<file path="src/rtl/aip_pkg.sv">
// Purpose: Constants and types for the analog input parameter bank
// Assumes: Byte-wide parameter port addressed by object index, subindex or record set
// Notes: One package shared by the bank and the bench
package aip_pkg;
    localparam int CHANNELS = 4;
    localparam int PARAM_BYTES = 28;
    localparam logic [15:0] OBJECT_INDEX_BASE = 16'h3100;
    localparam logic [15:0] OBJECT_INDEX_LAST = 16'h311B;
    localparam logic [7:0] SUBINDEX_FIRST = 8'h01;
    localparam logic [7:0] SUBINDEX_LAST = 8'h14;
    // Byte positions inside the parameter image
    localparam logic [4:0] POS_DIAG = 5'h00;
    localparam logic [4:0] POS_RES_A = 5'h01;
    localparam logic [4:0] POS_LIMIT_EN = 5'h02;
    localparam logic [4:0] POS_MAINS = 5'h03;
    localparam logic [4:0] POS_CH_BASE = 5'h04;
    localparam logic [4:0] CH_STRIDE = 5'h06;
    localparam logic [2:0] OFS_RANGE = 3'h0;
    localparam logic [2:0] OFS_RES = 3'h1;
    localparam logic [2:0] OFS_HIGH = 3'h2;
    localparam logic [2:0] OFS_LOW = 3'h4;
    // Record set numbers
    localparam logic [7:0] SET_GLOBAL = 8'h00;
    localparam logic [7:0] SET_MAINS = 8'h01;
    localparam logic [7:0] SET_CH_FIRST = 8'h80;
    localparam logic [7:0] SET_CH_LAST = 8'h83;
    // Reset values and codes
    localparam logic [7:0] DIAG_OFF = 8'h00;
    localparam logic [7:0] DIAG_ON = 8'h40;
    localparam logic [7:0] RESET_BYTE = 8'h00;
    localparam logic [7:0] RANGE_RESET = 8'h10;
    localparam logic [7:0] RANGE_OFF = 8'hFF;
    localparam logic [7:0] RANGE_27648 = 8'h10;
    localparam logic [7:0] RANGE_16384 = 8'h20;
    localparam logic [15:0] HIGH_RESET = 16'h7FFF;
    localparam logic [15:0] LOW_RESET = 16'h8000;
    localparam logic signed [15:0] NOMINAL_27648 = 16'sh6C00;
    localparam logic signed [15:0] NOMINAL_16384 = 16'sh4000;
    localparam logic [3:0] LIMIT_EN_MASK = 4'hF;

    typedef enum logic [1:0] {
        REJECT_NONE = 2'b00,
        REJECT_60HZ = 2'b01,
        REJECT_50HZ = 2'b10,
        REJECT_BAD = 2'b11
    } mains_rejection_e;

    // Addressing modes of the parameter port
    typedef enum logic [1:0] {
        MODE_INDEX = 2'b00,
        MODE_SUBINDEX = 2'b01,
        MODE_RECORD = 2'b11
    } access_mode_e;

    typedef struct packed {
        logic valid;
        logic write;
        access_mode_e mode;
        logic [15:0] object_index;
        logic [7:0] object_subindex;
        logic [7:0] record_set_number;
        logic [1:0] record_byte;
        logic [7:0] wdata;
    } param_req_s;

    typedef struct packed {
        logic [15:0] high_limit;
        logic [15:0] low_limit;
        logic [7:0] range_code;
        mains_rejection_e rejection;
        logic monitor;
        logic active;
    } channel_cfg_s;
endpackage

</file>
<file path="src/rtl/analog_input_param_bank.sv">
// Purpose: Parameter record bank of a four-channel 16-bit voltage input module
// Assumes: One byte access per request, answered in the same cycle (rdata next cycle)
// Notes: Limits wider than one byte are addressed byte by byte, high byte first, by index; subindex and record access reach only the high byte

module analog_input_param_bank (
    input wire logic sys_clk,
    input wire logic rstn,
    input wire aip_pkg::param_req_s req,
    output logic req_ack,
    output logic req_error,
    output logic [7:0] rdata,
    input wire logic [15:0] sample [aip_pkg::CHANNELS],
    input wire logic sample_strobe,
    input wire logic [2:0] input_offset,
    output logic [7:0] input_byte,
    output aip_pkg::channel_cfg_s channel_cfg [aip_pkg::CHANNELS],
    output logic diag_irq_enable,
    output logic [1:0] mains_rejection [aip_pkg::CHANNELS],
    output logic [3:0] limit_over,
    output logic [3:0] limit_under,
    output logic [3:0] process_irq,
    output logic param_error
);
    // ------------------------------------------------------------
    // Parameter image
    // ------------------------------------------------------------
    logic [7:0] image [aip_pkg::PARAM_BYTES];
    logic [15:0] result [aip_pkg::CHANNELS];
    logic [4:0] pos;
    logic pos_ok;
    logic [3:0] prev_out;
    logic [3:0] over_now;
    logic [3:0] under_now;

    // ------------------------------------------------------------
    // Helper functions
    // ------------------------------------------------------------

    // Byte position of a field inside a channel record
    function automatic logic [4:0] chan_pos(input logic [4:0] ch, input logic [4:0] ofs);
        chan_pos = aip_pkg::POS_CH_BASE + 5'(ch * aip_pkg::CH_STRIDE) + ofs;
    endfunction

    // Field offset of a record byte: range, reserved, high limit, low limit
    function automatic logic [4:0] rec_to_ofs(input logic [1:0] b);
        case (b)
            2'd0: begin
                rec_to_ofs = 5'(aip_pkg::OFS_RANGE);
            end
            2'd1: begin
                rec_to_ofs = 5'(aip_pkg::OFS_RES);
            end
            2'd2: begin
                rec_to_ofs = 5'(aip_pkg::OFS_HIGH);
            end
            default: begin
                rec_to_ofs = 5'(aip_pkg::OFS_LOW);
            end
        endcase
    endfunction

    // Byte position of a subindex (01h..14h); a limit subindex names its high byte
    function automatic logic [4:0] sub_to_pos(input logic [7:0] sub);
        logic [4:0] s;
        logic [4:0] ch;
        logic [1:0] k;
        s = sub[4:0] - 5'd1;
        ch = (s - 5'd4) >> 2;
        k = 2'(s - 5'd4);
        if (s < 5'd4) begin
            sub_to_pos = s;
        end else begin
            sub_to_pos = chan_pos(ch, rec_to_ofs(k));
        end
    endfunction

    // Reserved bytes: one in set 00h and one in each channel record
    function automatic logic is_reserved(input logic [4:0] p);
        is_reserved = (p == aip_pkg::POS_RES_A);
        for (int c = 0; c < aip_pkg::CHANNELS; c++) begin
            if (p == chan_pos(5'(c), 5'(aip_pkg::OFS_RES))) begin
                is_reserved = 1'b1;
            end
        end
    endfunction

    // Nominal full scale of a range code
    function automatic logic signed [15:0] nominal_of(input logic [7:0] code);
        if (code == aip_pkg::RANGE_16384) begin
            nominal_of = aip_pkg::NOMINAL_16384;
        end else begin
            nominal_of = aip_pkg::NOMINAL_27648;
        end
    endfunction

    // Upper limit inside the nominal range, or 7FFFh to switch it off
    function automatic logic high_limit_ok(input logic [15:0] v, input logic [7:0] code);
        high_limit_ok = (v == aip_pkg::HIGH_RESET)
            || ($signed(v) >= 16'sh0000 && $signed(v) <= nominal_of(code));
    endfunction

    // Lower limit inside the nominal range, or 8000h to switch it off
    function automatic logic low_limit_ok(input logic [15:0] v, input logic [7:0] code);
        low_limit_ok = (v == aip_pkg::LOW_RESET)
            || ($signed(v) >= 16'sh0000 && $signed(v) <= nominal_of(code));
    endfunction

    function automatic logic [15:0] word_at(input logic [4:0] p);
        word_at = {image[p], image[p + 5'd1]};
    endfunction

    // ------------------------------------------------------------
    // Address decode
    // ------------------------------------------------------------
    always_comb begin
        pos = 5'd0;
        pos_ok = 1'b0;
        case (req.mode)
            aip_pkg::MODE_INDEX: begin
                if (req.object_index >= aip_pkg::OBJECT_INDEX_BASE && req.object_index <= aip_pkg::OBJECT_INDEX_LAST) begin
                    pos = 5'(req.object_index - aip_pkg::OBJECT_INDEX_BASE);
                    pos_ok = 1'b1;
                end
            end
            aip_pkg::MODE_SUBINDEX: begin
                if (req.object_subindex >= aip_pkg::SUBINDEX_FIRST && req.object_subindex <= aip_pkg::SUBINDEX_LAST) begin
                    pos = sub_to_pos(req.object_subindex);
                    pos_ok = 1'b1;
                end
            end
            aip_pkg::MODE_RECORD: begin
                if (req.record_set_number == aip_pkg::SET_GLOBAL && req.record_byte != 2'd3) begin
                    pos = 5'(req.record_byte);
                    pos_ok = 1'b1;
                end else if (req.record_set_number == aip_pkg::SET_MAINS && req.record_byte == 2'd0) begin
                    pos = aip_pkg::POS_MAINS;
                    pos_ok = 1'b1;
                end else if (req.record_set_number >= aip_pkg::SET_CH_FIRST
                             && req.record_set_number <= aip_pkg::SET_CH_LAST) begin
                    // Record byte selects range, reserved, high limit, low limit fields
                    pos = chan_pos(5'(req.record_set_number[1:0]), rec_to_ofs(req.record_byte));
                    pos_ok = 1'b1;
                end
            end
            default: begin
                pos_ok = 1'b0;
            end
        endcase
    end

    // ------------------------------------------------------------
    // Handshake
    // ------------------------------------------------------------
    assign req_ack = req.valid & pos_ok;
    assign req_error = req.valid & ~pos_ok;

    // ------------------------------------------------------------
    // Writes
    // ------------------------------------------------------------
    always_ff @(posedge sys_clk or negedge rstn) begin
        if (!rstn) begin
            for (int i = 0; i < aip_pkg::PARAM_BYTES; i++) begin
                image[i] <= aip_pkg::RESET_BYTE;
            end
            for (int c = 0; c < aip_pkg::CHANNELS; c++) begin
                image[4 + c * 6] <= aip_pkg::RANGE_RESET;
                image[6 + c * 6] <= aip_pkg::HIGH_RESET[15:8];
                image[7 + c * 6] <= aip_pkg::HIGH_RESET[7:0];
                image[8 + c * 6] <= aip_pkg::LOW_RESET[15:8];
                image[9 + c * 6] <= aip_pkg::LOW_RESET[7:0];
            end
        end else if (req.valid && req.write && pos_ok) begin
            // Host is expected to write set 00h only while the controller is stopped
            case (pos)
                aip_pkg::POS_DIAG: begin
                    image[pos] <= req.wdata;
                end
                aip_pkg::POS_LIMIT_EN: begin
                    image[pos] <= {4'h0, req.wdata[3:0] & aip_pkg::LIMIT_EN_MASK};
                end
                aip_pkg::POS_MAINS: begin
                    image[pos] <= req.wdata;
                end
                default: begin
                    if (pos >= aip_pkg::POS_CH_BASE && !is_reserved(pos)) begin
                        image[pos] <= req.wdata;
                    end
                end
            endcase
        end
    end

    // ------------------------------------------------------------
    // Read data
    // ------------------------------------------------------------
    always_ff @(posedge sys_clk or negedge rstn) begin
        if (!rstn) begin
            rdata <= 8'h00;
        end else if (req.valid && !req.write && pos_ok) begin
            rdata <= is_reserved(pos) ? 8'h00 : image[pos];
        end
    end

    // ------------------------------------------------------------
    // Decoded configuration and checks
    // ------------------------------------------------------------
    assign diag_irq_enable = (image[aip_pkg::POS_DIAG] == aip_pkg::DIAG_ON);

    always_comb begin
        for (int c = 0; c < aip_pkg::CHANNELS; c++) begin
            mains_rejection[c] = image[aip_pkg::POS_MAINS][2 * c +: 2];
            channel_cfg[c].rejection = aip_pkg::mains_rejection_e'(image[aip_pkg::POS_MAINS][2 * c +: 2]);
            channel_cfg[c].monitor = image[aip_pkg::POS_LIMIT_EN][c];
            channel_cfg[c].range_code = image[4 + c * 6];
            channel_cfg[c].active = (image[4 + c * 6] != aip_pkg::RANGE_OFF);
            channel_cfg[c].high_limit = word_at(5'(6 + c * 6));
            channel_cfg[c].low_limit = word_at(5'(8 + c * 6));
        end
    end

    // ------------------------------------------------------------
    // Parameterization check
    // ------------------------------------------------------------
    always_comb begin
        param_error = ~(image[aip_pkg::POS_DIAG] == aip_pkg::DIAG_OFF || image[aip_pkg::POS_DIAG] == aip_pkg::DIAG_ON);
        for (int c = 0; c < aip_pkg::CHANNELS; c++) begin
            if (image[aip_pkg::POS_MAINS][2 * c +: 2] == aip_pkg::REJECT_BAD) begin
                param_error = 1'b1;
            end
            if (image[4 + c * 6] != aip_pkg::RANGE_OFF && image[4 + c * 6] != aip_pkg::RANGE_27648
                && image[4 + c * 6] != aip_pkg::RANGE_16384) begin
                param_error = 1'b1;
            end
            if (!high_limit_ok(word_at(5'(6 + c * 6)), image[4 + c * 6])
                || !low_limit_ok(word_at(5'(8 + c * 6)), image[4 + c * 6])) begin
                param_error = 1'b1;
            end
        end
    end

    // ------------------------------------------------------------
    // Conversion results and limit monitoring
    // ------------------------------------------------------------
    always_ff @(posedge sys_clk or negedge rstn) begin
        if (!rstn) begin
            for (int c = 0; c < aip_pkg::CHANNELS; c++) begin
                result[c] <= 16'h0000;
            end
        end else if (sample_strobe) begin
            for (int c = 0; c < aip_pkg::CHANNELS; c++) begin
                result[c] <= channel_cfg[c].active ? sample[c] : 16'h0000;
            end
        end
    end

    // Input area: channel n high byte at offset 2n, low byte at 2n+1
    always_ff @(posedge sys_clk or negedge rstn) begin
        if (!rstn) begin
            input_byte <= 8'h00;
        end else if (input_offset[0]) begin
            input_byte <= result[input_offset[2:1]][7:0];
        end else begin
            input_byte <= result[input_offset[2:1]][15:8];
        end
    end

    // ------------------------------------------------------------
    // Limit window
    // ------------------------------------------------------------
    always_comb begin
        for (int c = 0; c < aip_pkg::CHANNELS; c++) begin
            over_now[c] = channel_cfg[c].monitor && channel_cfg[c].active
                && channel_cfg[c].high_limit != aip_pkg::HIGH_RESET
                && $signed(result[c]) > $signed(channel_cfg[c].high_limit);
            under_now[c] = channel_cfg[c].monitor && channel_cfg[c].active
                && channel_cfg[c].low_limit != aip_pkg::LOW_RESET
                && $signed(result[c]) < $signed(channel_cfg[c].low_limit);
        end
    end

    // Limit flags
    always_ff @(posedge sys_clk or negedge rstn) begin
        if (!rstn) begin
            limit_over <= 4'h0;
            limit_under <= 4'h0;
        end else begin
            limit_over <= over_now;
            limit_under <= under_now;
        end
    end

    // Window state of the previous cycle
    always_ff @(posedge sys_clk or negedge rstn) begin
        if (!rstn) begin
            prev_out <= 4'h0;
        end else begin
            prev_out <= over_now | under_now;
        end
    end

    // One-cycle interrupt pulse on leaving the window
    always_ff @(posedge sys_clk or negedge rstn) begin
        if (!rstn) begin
            process_irq <= 4'h0;
        end else begin
            process_irq <= (over_now | under_now) & ~prev_out;
        end
    end
endmodule

</file>
<file path="config.mk">
export PLATFORM = sky130hd
export DESIGN_NAME = analog_input_param_bank
export DESIGN_NICKNAME = d
export VERILOG_FILES = /design/src/rtl/aip_pkg.sv /design/src/rtl/analog_input_param_bank.sv
export SDC_FILE = /design/constraint.sdc
export NUM_CORES = 1
export LEC_CHECK = 0
export BUFFER_PORTS_ARGS = -buffer_cell sky130_fd_sc_hd__buf_2
export CAP_MARGIN = 15
export CORE_AREA = 2 2 166 290
export DETAILED_ROUTE_END_ITERATION = 7
export DIE_AREA = 0 0 168 292
export GPL_TIMING_DRIVEN = 1
export HOLD_SLACK_MARGIN = 0.08
export PLACE_DENSITY = 0.69
export SLEW_MARGIN = 10
export SYNTH_ARGS = -nofsm -noshare
export SYNTH_HDL_FRONTEND = slang
export SYNTH_SLANG_ARGS = --single-unit
</file>
<file path="constraint.sdc">
create_clock -name sys_clk -period 7.3 [get_ports sys_clk]
set_input_delay 0 -clock sys_clk [delete_from_list [all_inputs] [get_ports sys_clk]]
set_output_delay 0 -clock sys_clk [all_outputs]
set_load 0.01 [all_outputs]
</file>
==> results of run 1 <==
-- per-stage QoR --
stage	hold WS [ns]	util, %
2_1_floorplan	-0.296	-
3_3_place_gp	0.0938	45.9
3_5_place_dp	0.112	45.9
4_1_cts	0.0801	50.0
5_1_grt	0.114	50.1
6_report	-0.0109	50.1
-- what timing repair did --
item | in CTS | in global routing
hold endpoints to repair | 209 | 33
hold buffers | 79 | 1
setup endpoints to repair | 0 | 0
-- how the worst max path moves through the flow --
stage               slack, ns       from  cells past startpoint                          end
finish                   2.49  flip-flop                     14                  param_error
global route             2.33    req[18]                     16  channel_cfg[10]$_DFFE_PN0P_
CTS                      2.49  flip-flop                     14                  param_error
detailed placement       2.11    req[18]                     16  channel_cfg[63]$_DFFE_PN0P_
global placement         2.31    req[18]                     16  channel_cfg[26]$_DFFE_PN0P_
floorplan                3.38    req[18]                     16                    flip-flop
-- metal layers --
metal,track usage (%),up-vias,share of wire [%]
met5,0,-,0.016
met4,25.1,2,9.2
met3,4.04,280,5.2
met2,57.7,799,51
met1,34.5,8715,35
li1,-,8031,-
-- report_power, final --
| part | internal (W) | total, W | switching (W) |
|---|---|---|---|
| registers | 0.00182 | 0.00191 | 0.0000868 |
| logic | 0.000220 | 0.000514 | 0.000294 |
| clock network | 0.00100 | 0.00176 | 0.000755 |
-- Yosys cell counts, types with 8 or more instances --
library cell | n | share of area [%]
mux2_4 | 8 | 0.58
inv_1 | 209 | 3.8
mux2_1 | 8 | 0.43
ha_1 | 163 | 9.8
a32oi_1 | 18 | 0.76
o21ai_0 | 124 | 3.0
nor4_1 | 27 | 0.81
o211ai_1 | 28 | 1.0
mux2_2 | 74 | 4.0
nand2_1 | 312 | 5.6
buf_4 | 191 | 6.9
a21oi_1 | 80 | 1.9
o2111ai_1 | 9 | 0.38
or4_1 | 17 | 0.61
nand2b_1 | 14 | 0.42
nand4_1 | 70 | 2.1
nand3_1 | 32 | 0.77
nor3_1 | 24 | 0.58
dfrtp_1 | 252 | 30
o22ai_1 | 71 | 2.1
nor2b_1 | 25 | 0.75
a21o_1 | 51 | 1.8
mux2i_1 | 13 | 0.62
clkbuf_1 | 81 | 1.5
dfstp_2 | 68 | 8.6
a32o_1 | 8 | 0.38
nor2_1 | 73 | 1.3
mux4_2 | 16 | 1.7
buf_2 | 35 | 0.84
-- cell families (layout without fill, tap and decap cells) --
family,count (synthesis),after routing
AOI/OAI and AO/OA,459,459
xor gates and xnor gates,12,12
buffers and inverters,524,695
other,0,1
adders and majority gates,166,166
DFF,320,320
and+or+nand+nor,652,652
muxes,119,119
-- cell type report --
class,instances,area [um^2]
clock buffers,48,1020
inverters,210,788
repair buffers,427,2600
flip-flops and latches,320,8090
diodes,1,2.50
clock inverters,10,87.6
multi-input cells,1408,10000
fillers,4263,23300
well taps,588,736
==> run summary, run 1 <==
After detailed routing, the average wire length per cell comes to 26.7 um. After layout, the worst path uses 66.0% of the clock period. Multiplexer cells account for 7.35% of the synthesized area. The synthesized netlist devotes 10.1% of its cell area to adder and majority cells. For this configuration, the core starts out at a cell density of 44.7%.

The tools report the aggregate negative setup slack as 0 ns. Of the total synthesized cell area, the portion taken by AND, OR, NAND and NOR gates is 15.7%. Cell with the largest stage delay on the worst path: or4_1. The checks that failed: negative hold slack. The setup slack of the worst register-to-register path came out at 4.25 ns.

Leakage power total: 11.2 nW. The total core area was 46600 um^2; the length in cells of the worst reg-to-reg path was 10. The tools report the maximum achievable frequency as 208 MHz. Area of the mapped netlist: 20900 um^2. The post-synthesis share of cell area spent on xor and xnor gates works out to 0.504%. For the synthesized net count, the log shows 2534. The min-delay analysis places its worst path in the category in2async. After detailed routing, the number of remaining DRC violations is 0.

The tool flagged a number of max-cap violations equal to 0. The height of the chip came out at 292 um. Clock tree skew after final layout: 0.0391 ns. The logs give 17827 for the total number of vias and 2252 for the gate count of the mapped netlist. In the post-route analysis, the smallest setup slack over all paths is 2.49 ns.

After clock tree synthesis, the setup repair step added 0 buffers. Detailed placement ended at an HPWL of 61500 um. After clock tree synthesis, the clock-pin slew on the worst setup and hold paths is 0.07 ns. The worst pin sits at a relative slew slack of 31.8%.

Port buffer count: 331. For the finished layout, the period the worst path requires is 4.81 ns. The placed instance count was 2871; the count of routing violations after the opening detailed-route iteration was 1353.

The worst hold slack across all endpoints came out at -0.0109 ns. Measured along the x axis, the die boundary spans 168 um. Of all flip-flops after synthesis, the portion carrying an async set or reset was 100%.

The final number of hold-violating endpoints was 1; the share of cells above drive strength 1 was 25.3%. Final total power: 0.00418 W. The count of clock tree sinks is 320, and the maximum ir drop on the vdd rail is 0.172 mV.

By area, the combinational part of the netlist is dominated by simple AND/OR/NAND/NOR gates. The logs give 49100 um^2 for the full die area and 18144 for the via count of the first global-routing pass. The number of register bits inferred by synthesis came out at 320. Floorplan row count: 105. Summing all non-filler instances in the final layout gives an area of 23400 um^2. During I/O placement, the number of pins put on the boundary was 332.

The startpoint identified for the worst register-to-register timing path is result[57]$_DFFE_PN0P_. The per-instance average area after synthesis was 9.26 um^2; the required time at the endpoint of the critical path was 7.30 ns. Number of antenna violations at the first check in global routing: 1. In the synthesized netlist the dominant register cell turns out to be dfrtp_1. No sink is reached through more buffers than the 3 on the longest clock path.

The run finished, with violations left. OpenSTA, run right after detailed placement, puts the worst setup slack at 2.11 ns. The sequential share of the synthesized area was 38.8%. The highest cell delay on the worst timing path was 0.63 ns.

The post-detailed-route via-to-cell ratio is 5.92. The total overflow left after global routing is 0. Summing all placed instances gives a cell area of 21400 um^2.

The layout overhead on the synthesized area is 12.0%, and the total CTS buffers is 31. The tools report the maximum number of pins on one net before global-route repair as 129. The clock latency reported for the late side of the worst-skew pair is 0.62 ns. The complex-gate fraction of the synthesized area came out at 14.3%. The first global-routing pass estimated 118000 um of wire. After the last flow step, the layout net total stands at 2680. For this block, the routed nets add up to 80500 um of wire. Clock tree synthesis selected as its root buffer the cell clkbuf_16.

STA classifies the critical path startpoint as a flip-flop. The cell family contributing the most delay on the critical path is simple AND/OR/NAND/NOR gates. Setup repair after global routing left no endpoint under its margin. Post-CTS repair changed the size of 0 cells. The pre-antenna-repair detailed-routing pass consisted of 8 iterations. Power spread over the standard cell area amounts to 179 nW/um^2.

The critical path goes through or4_1 > nor3_1 > nand3b_1 > inv_1 > ha_1 > inv_1 > o21ai_0 > a21oi_1 > a41oi_1 > a21oi_1 > o22ai_1 > a211o_1 > or4_1 > buf_2. TritonCTS built the clock tree. The congestion estimate from routability-driven global placement came to 0.991. Leaving out fill and tap cells, the most frequent cells in the layout are buf_2, nand2_1, dfrtp_1. The number of H-tree levels is 1, and the largest fanout on the critical path is 5.

At the pin with the least slew margin, the transition time is 1.02 ns. The total global routing track utilization is 32.4%. The number of warnings issued by yosys is 0. Post-layout instance count excluding filler cells: 3012. Counting both buffers and inverters, the worst setup path holds a total of 3. Yosys mapped a number of flops with a built-in enable equal to 0. The tools report the terminus of the critical flop-to-flop path as prev_out[0]$_DFF_PN0_. The critical path is of the reg2out type. In this run, distinct cell masters in the synthesized netlist total 90. The logs give 0 for the final max-slew violation count and 4.81 ns for the data arrival time at the worst-slack endpoint. For the post-route antenna net violation count, the log shows 0. The endpoint kind of the worst setup timing path was a primary output.

Setup violations remaining at the end of the flow were counted as 0. Most common cell after layout, fill and taps aside: buf_2.
Power figures use the tool's default switching activity.
==> run 2, diff against run 1 <==
Settings changed: PLACE_DENSITY 0.69 to 0.72.
Clock period 7.3 ns to 4.1 ns, I/O delays scaled along.
==> run 2 against run 1 <==
Against the previous run: the flow now finishes without violations; critical path depth down 1; sequential share of layout area decreased by 1.2 points; final area increased by 3.8%; count of clock-buffer cells in the layout shrank 7; sequential power grew 78%; final cell count rose by 3.0%; via count rose by 2.9%; flip-flop and latch count stayed put; core utilization rose by 1.9 points; register-to-register slack got worse by 3.1 ns; critical path type unchanged; largest cell class unchanged; highest routed layer is now met4.
==> run summary, run 2 (synthesis gave the netlist of run 1 again) <==
The total routed wirelength came out at 81000 um (+0.62%). The logs give 0 (unchanged) for the final max-slew violation count and 244 MHz for the maximum achievable frequency. The clock tree skew after final layout was 0.0336 ns (-0.00548 ns).

The logs give 31 (unchanged) for the total CTS buffers and 6 (-2) for the total iterations of the first detailed-routing run. Of the available clock period, the critical path in the final layout requires 99.9%. The count of buffer and inverter cells on the critical path came out at 2 (-1). The count of routing violations after the opening detailed-route iteration is 1481 (+9.5%), and the clock slew at the register clock pins of the worst setup and hold paths is 0.06 ns (about the same). The slack of the critical path came out at 0.00318 ns (-2.48 ns). Most common cell after layout, fill and taps aside: buf_2. For the full die area, the log shows 49100 um^2 (unchanged).

Floorplan row count: 105 (unchanged). The source of the worst register-to-register timing path is result[57]$_DFFE_PN0P_. The height of the chip works out to 292 um (unchanged).

The worst max-slew margin expressed relative to the limit came out at 45.9% (+14 points). The logs give 24200 um^2 (+3.8%) for the final standard cell area without fillers and 32.6% (+0.17 points) for the total global routing track utilization. Setup repair after global routing could not meet its margin everywhere. Walking the worst path, the cells encountered are or4_1 > nor3_2 > nand3b_1 > ha_1 > nand4_1 > nor4_2 > a41oi_1 > a21oi_1 > buf_4 > o22ai_1 > a211o_1 > or4_4 > buf_6.

The average detailed-routed wire length per instance is 26.1 um (-2.3%), and the total core area is 46600 um^2 (unchanged). The logs give 320 (unchanged) for the count of clock tree sinks and 4 (+3) for the number of antenna violations at the first check in global routing. The flow ran to the end, and the final reports show no timing, DRC or antenna violations. The data arrival time at the worst-slack endpoint was 4.10 ns (-0.71 ns); the via count of the first global-routing pass was 18837 (+3.8%). The class of the most critical setup path was reg2out. The placement-stage cell area was 22000 um^2 (+2.9%).

Post-placement setup slack: -0.113 ns (-2.22 ns). The post-route antenna net violation count is 0 (unchanged), and the maximum number of pins on one net before global-route repair is 129 (unchanged). The number of violations of the max-capacitance limit was 0 (unchanged). Highest cell delay on the worst timing path: 0.55 ns (-0.08 ns). Starting utilization of the core area: 44.7% (unchanged).

The final weighted congestion in routability-driven placement is 0.970 (-2.1%), and the I/O pin count is 332 (unchanged). The tools report the clock latency reported for the late side of the worst-skew pair as 0.60 ns (-0.02 ns). For the count of final setup violators, the log shows 0 (unchanged). The share of cells above drive strength 1 was 28.2% (+2.9 points); the layout overhead on the synthesized area was 16.2%. Largest fanout on the critical path: 3 (-2).

The measured slew at the worst slew-check pin was 0.801 ns (-0.215 ns). Power per cell area: 311 nW/um^2 (+74%). Leaving out fill and tap cells, the most frequent cells in the layout are buf_2, nand2_1, dfrtp_1. Cell with the largest stage delay on the worst path: or4_1. For the number of H-tree levels, the log shows 1 (unchanged). The run gives 0 (-1) as the final number of hold-violating endpoints. The number of fill cells was 4179 (-2.0%). On the critical path the largest part of the delay comes from simple AND/OR/NAND/NOR gates. The leakage power total is 11.6 nW (+4.0%), and the residual DRC count is 0 (unchanged). The maximum ir drop on the vdd rail is 0.239 mV (+39%).

The worst setup path is launched from a flip-flop. The required time at the endpoint of the critical path is 4.10 ns (-3.20 ns). The worst path needs 4.10 ns of the cycle, external delays included. The run gives 52.0% (+1.9 points) as the share of the core filled with cells in the final layout. The tree is rooted in a clkbuf_16. The logs give 0 (unchanged) for the aggregate global routing overflow and 0 ns (unchanged) for the aggregate negative setup slack.

The tools report the maximum clock insertion buffer count as 3 (unchanged). The port buffer count works out to 331 (unchanged). The endpoint kind of the worst setup timing path is a primary output.

The type of the tightest min-delay check was in2async. TritonCTS built the clock tree. Post-detailed-placement half-perimeter wirelength: 61200 um (-0.50%). The die width came out at 168 um (unchanged).

The post-detailed-route via-to-cell ratio was 5.91 (about the same); the total number of nets in the final design was 2765 (+3.2%). For the total number of vias, the log shows 18346 (+2.9%). For the wire length of the first global-routing pass, the log shows 119000 um (+0.96%).
run 2: area by class of cell:
cell class / count / area (um^2) / share of cell area [%]
clock buffer: 41 / 853 / 3.52
timing repair buffer: 512 / 3400 / 14.0
sequential: 320 / 8090 / 33.4
antenna: 6 / 15.0 / 0.0619
inverter: 210 / 788 / 3.25
multi-input combinational: 1408 / 10100 / 41.6
clock inverter: 17 / 259 / 1.07
tap: 588 / 736 / 3.04
run 2: timing repair:
action	in CTS	in global routing
cloned	0	0
hold buffers	79	1
resized for setup	7	11
hold endpoints to repair	355	30
pin swaps	9	5
setup endpoints to repair	1	1
setup buffers	15	3
run 2: worst paths after layout:
path	to	slack [ns]	cells past startpoint
setup / recovery	param_error	0.003	13
hold / removal	channel_cfg[8]$_DFFE_PN1P_	0.09	2
setup reg to reg	prev_out[0]$_DFF_PN0_	1.14	10
hold reg to reg	image[212]$_DFFE_PN0P_	0.38	0
max in group asynchronous	channel_cfg[68]$_DFFE_PN0P_	3.28	3
min in group sys_clk	input_byte[1]$_DFF_PN0_	0.15	3
run 2: power breakdown:
part           switching, W  total (W)  internal, W
Clock               0.00133    0.00318      0.00185
Combinational      0.000538   0.000962     0.000423
Sequential         0.000157    0.00340      0.00324
Total               0.00202    0.00754      0.00552
run 2: routing by layer:
metal	vias to the layer above	share of wire [%]	track usage [%]
met1	8970	34	34.1
li1	8207	-	-
met3	312	5.3	4.04
met4	0	10	28.3
met5	-	0	0
met2	857	50	57.3
run 2: through the flow:
step / power, W / hold WS (ns) / std cells
after CTS: 0.00754 / 0.0840 / 3091
after floorplan: 0.00387 / -0.296 / 2252
after global routing: 0.00779 / 0.104 / 3100
final: 0.00754 / 0.0889 / 3102
after detailed placement: 0.00432 / 0.0508 / 2939
after global placement: 0.00429 / 0.0437 / 2939
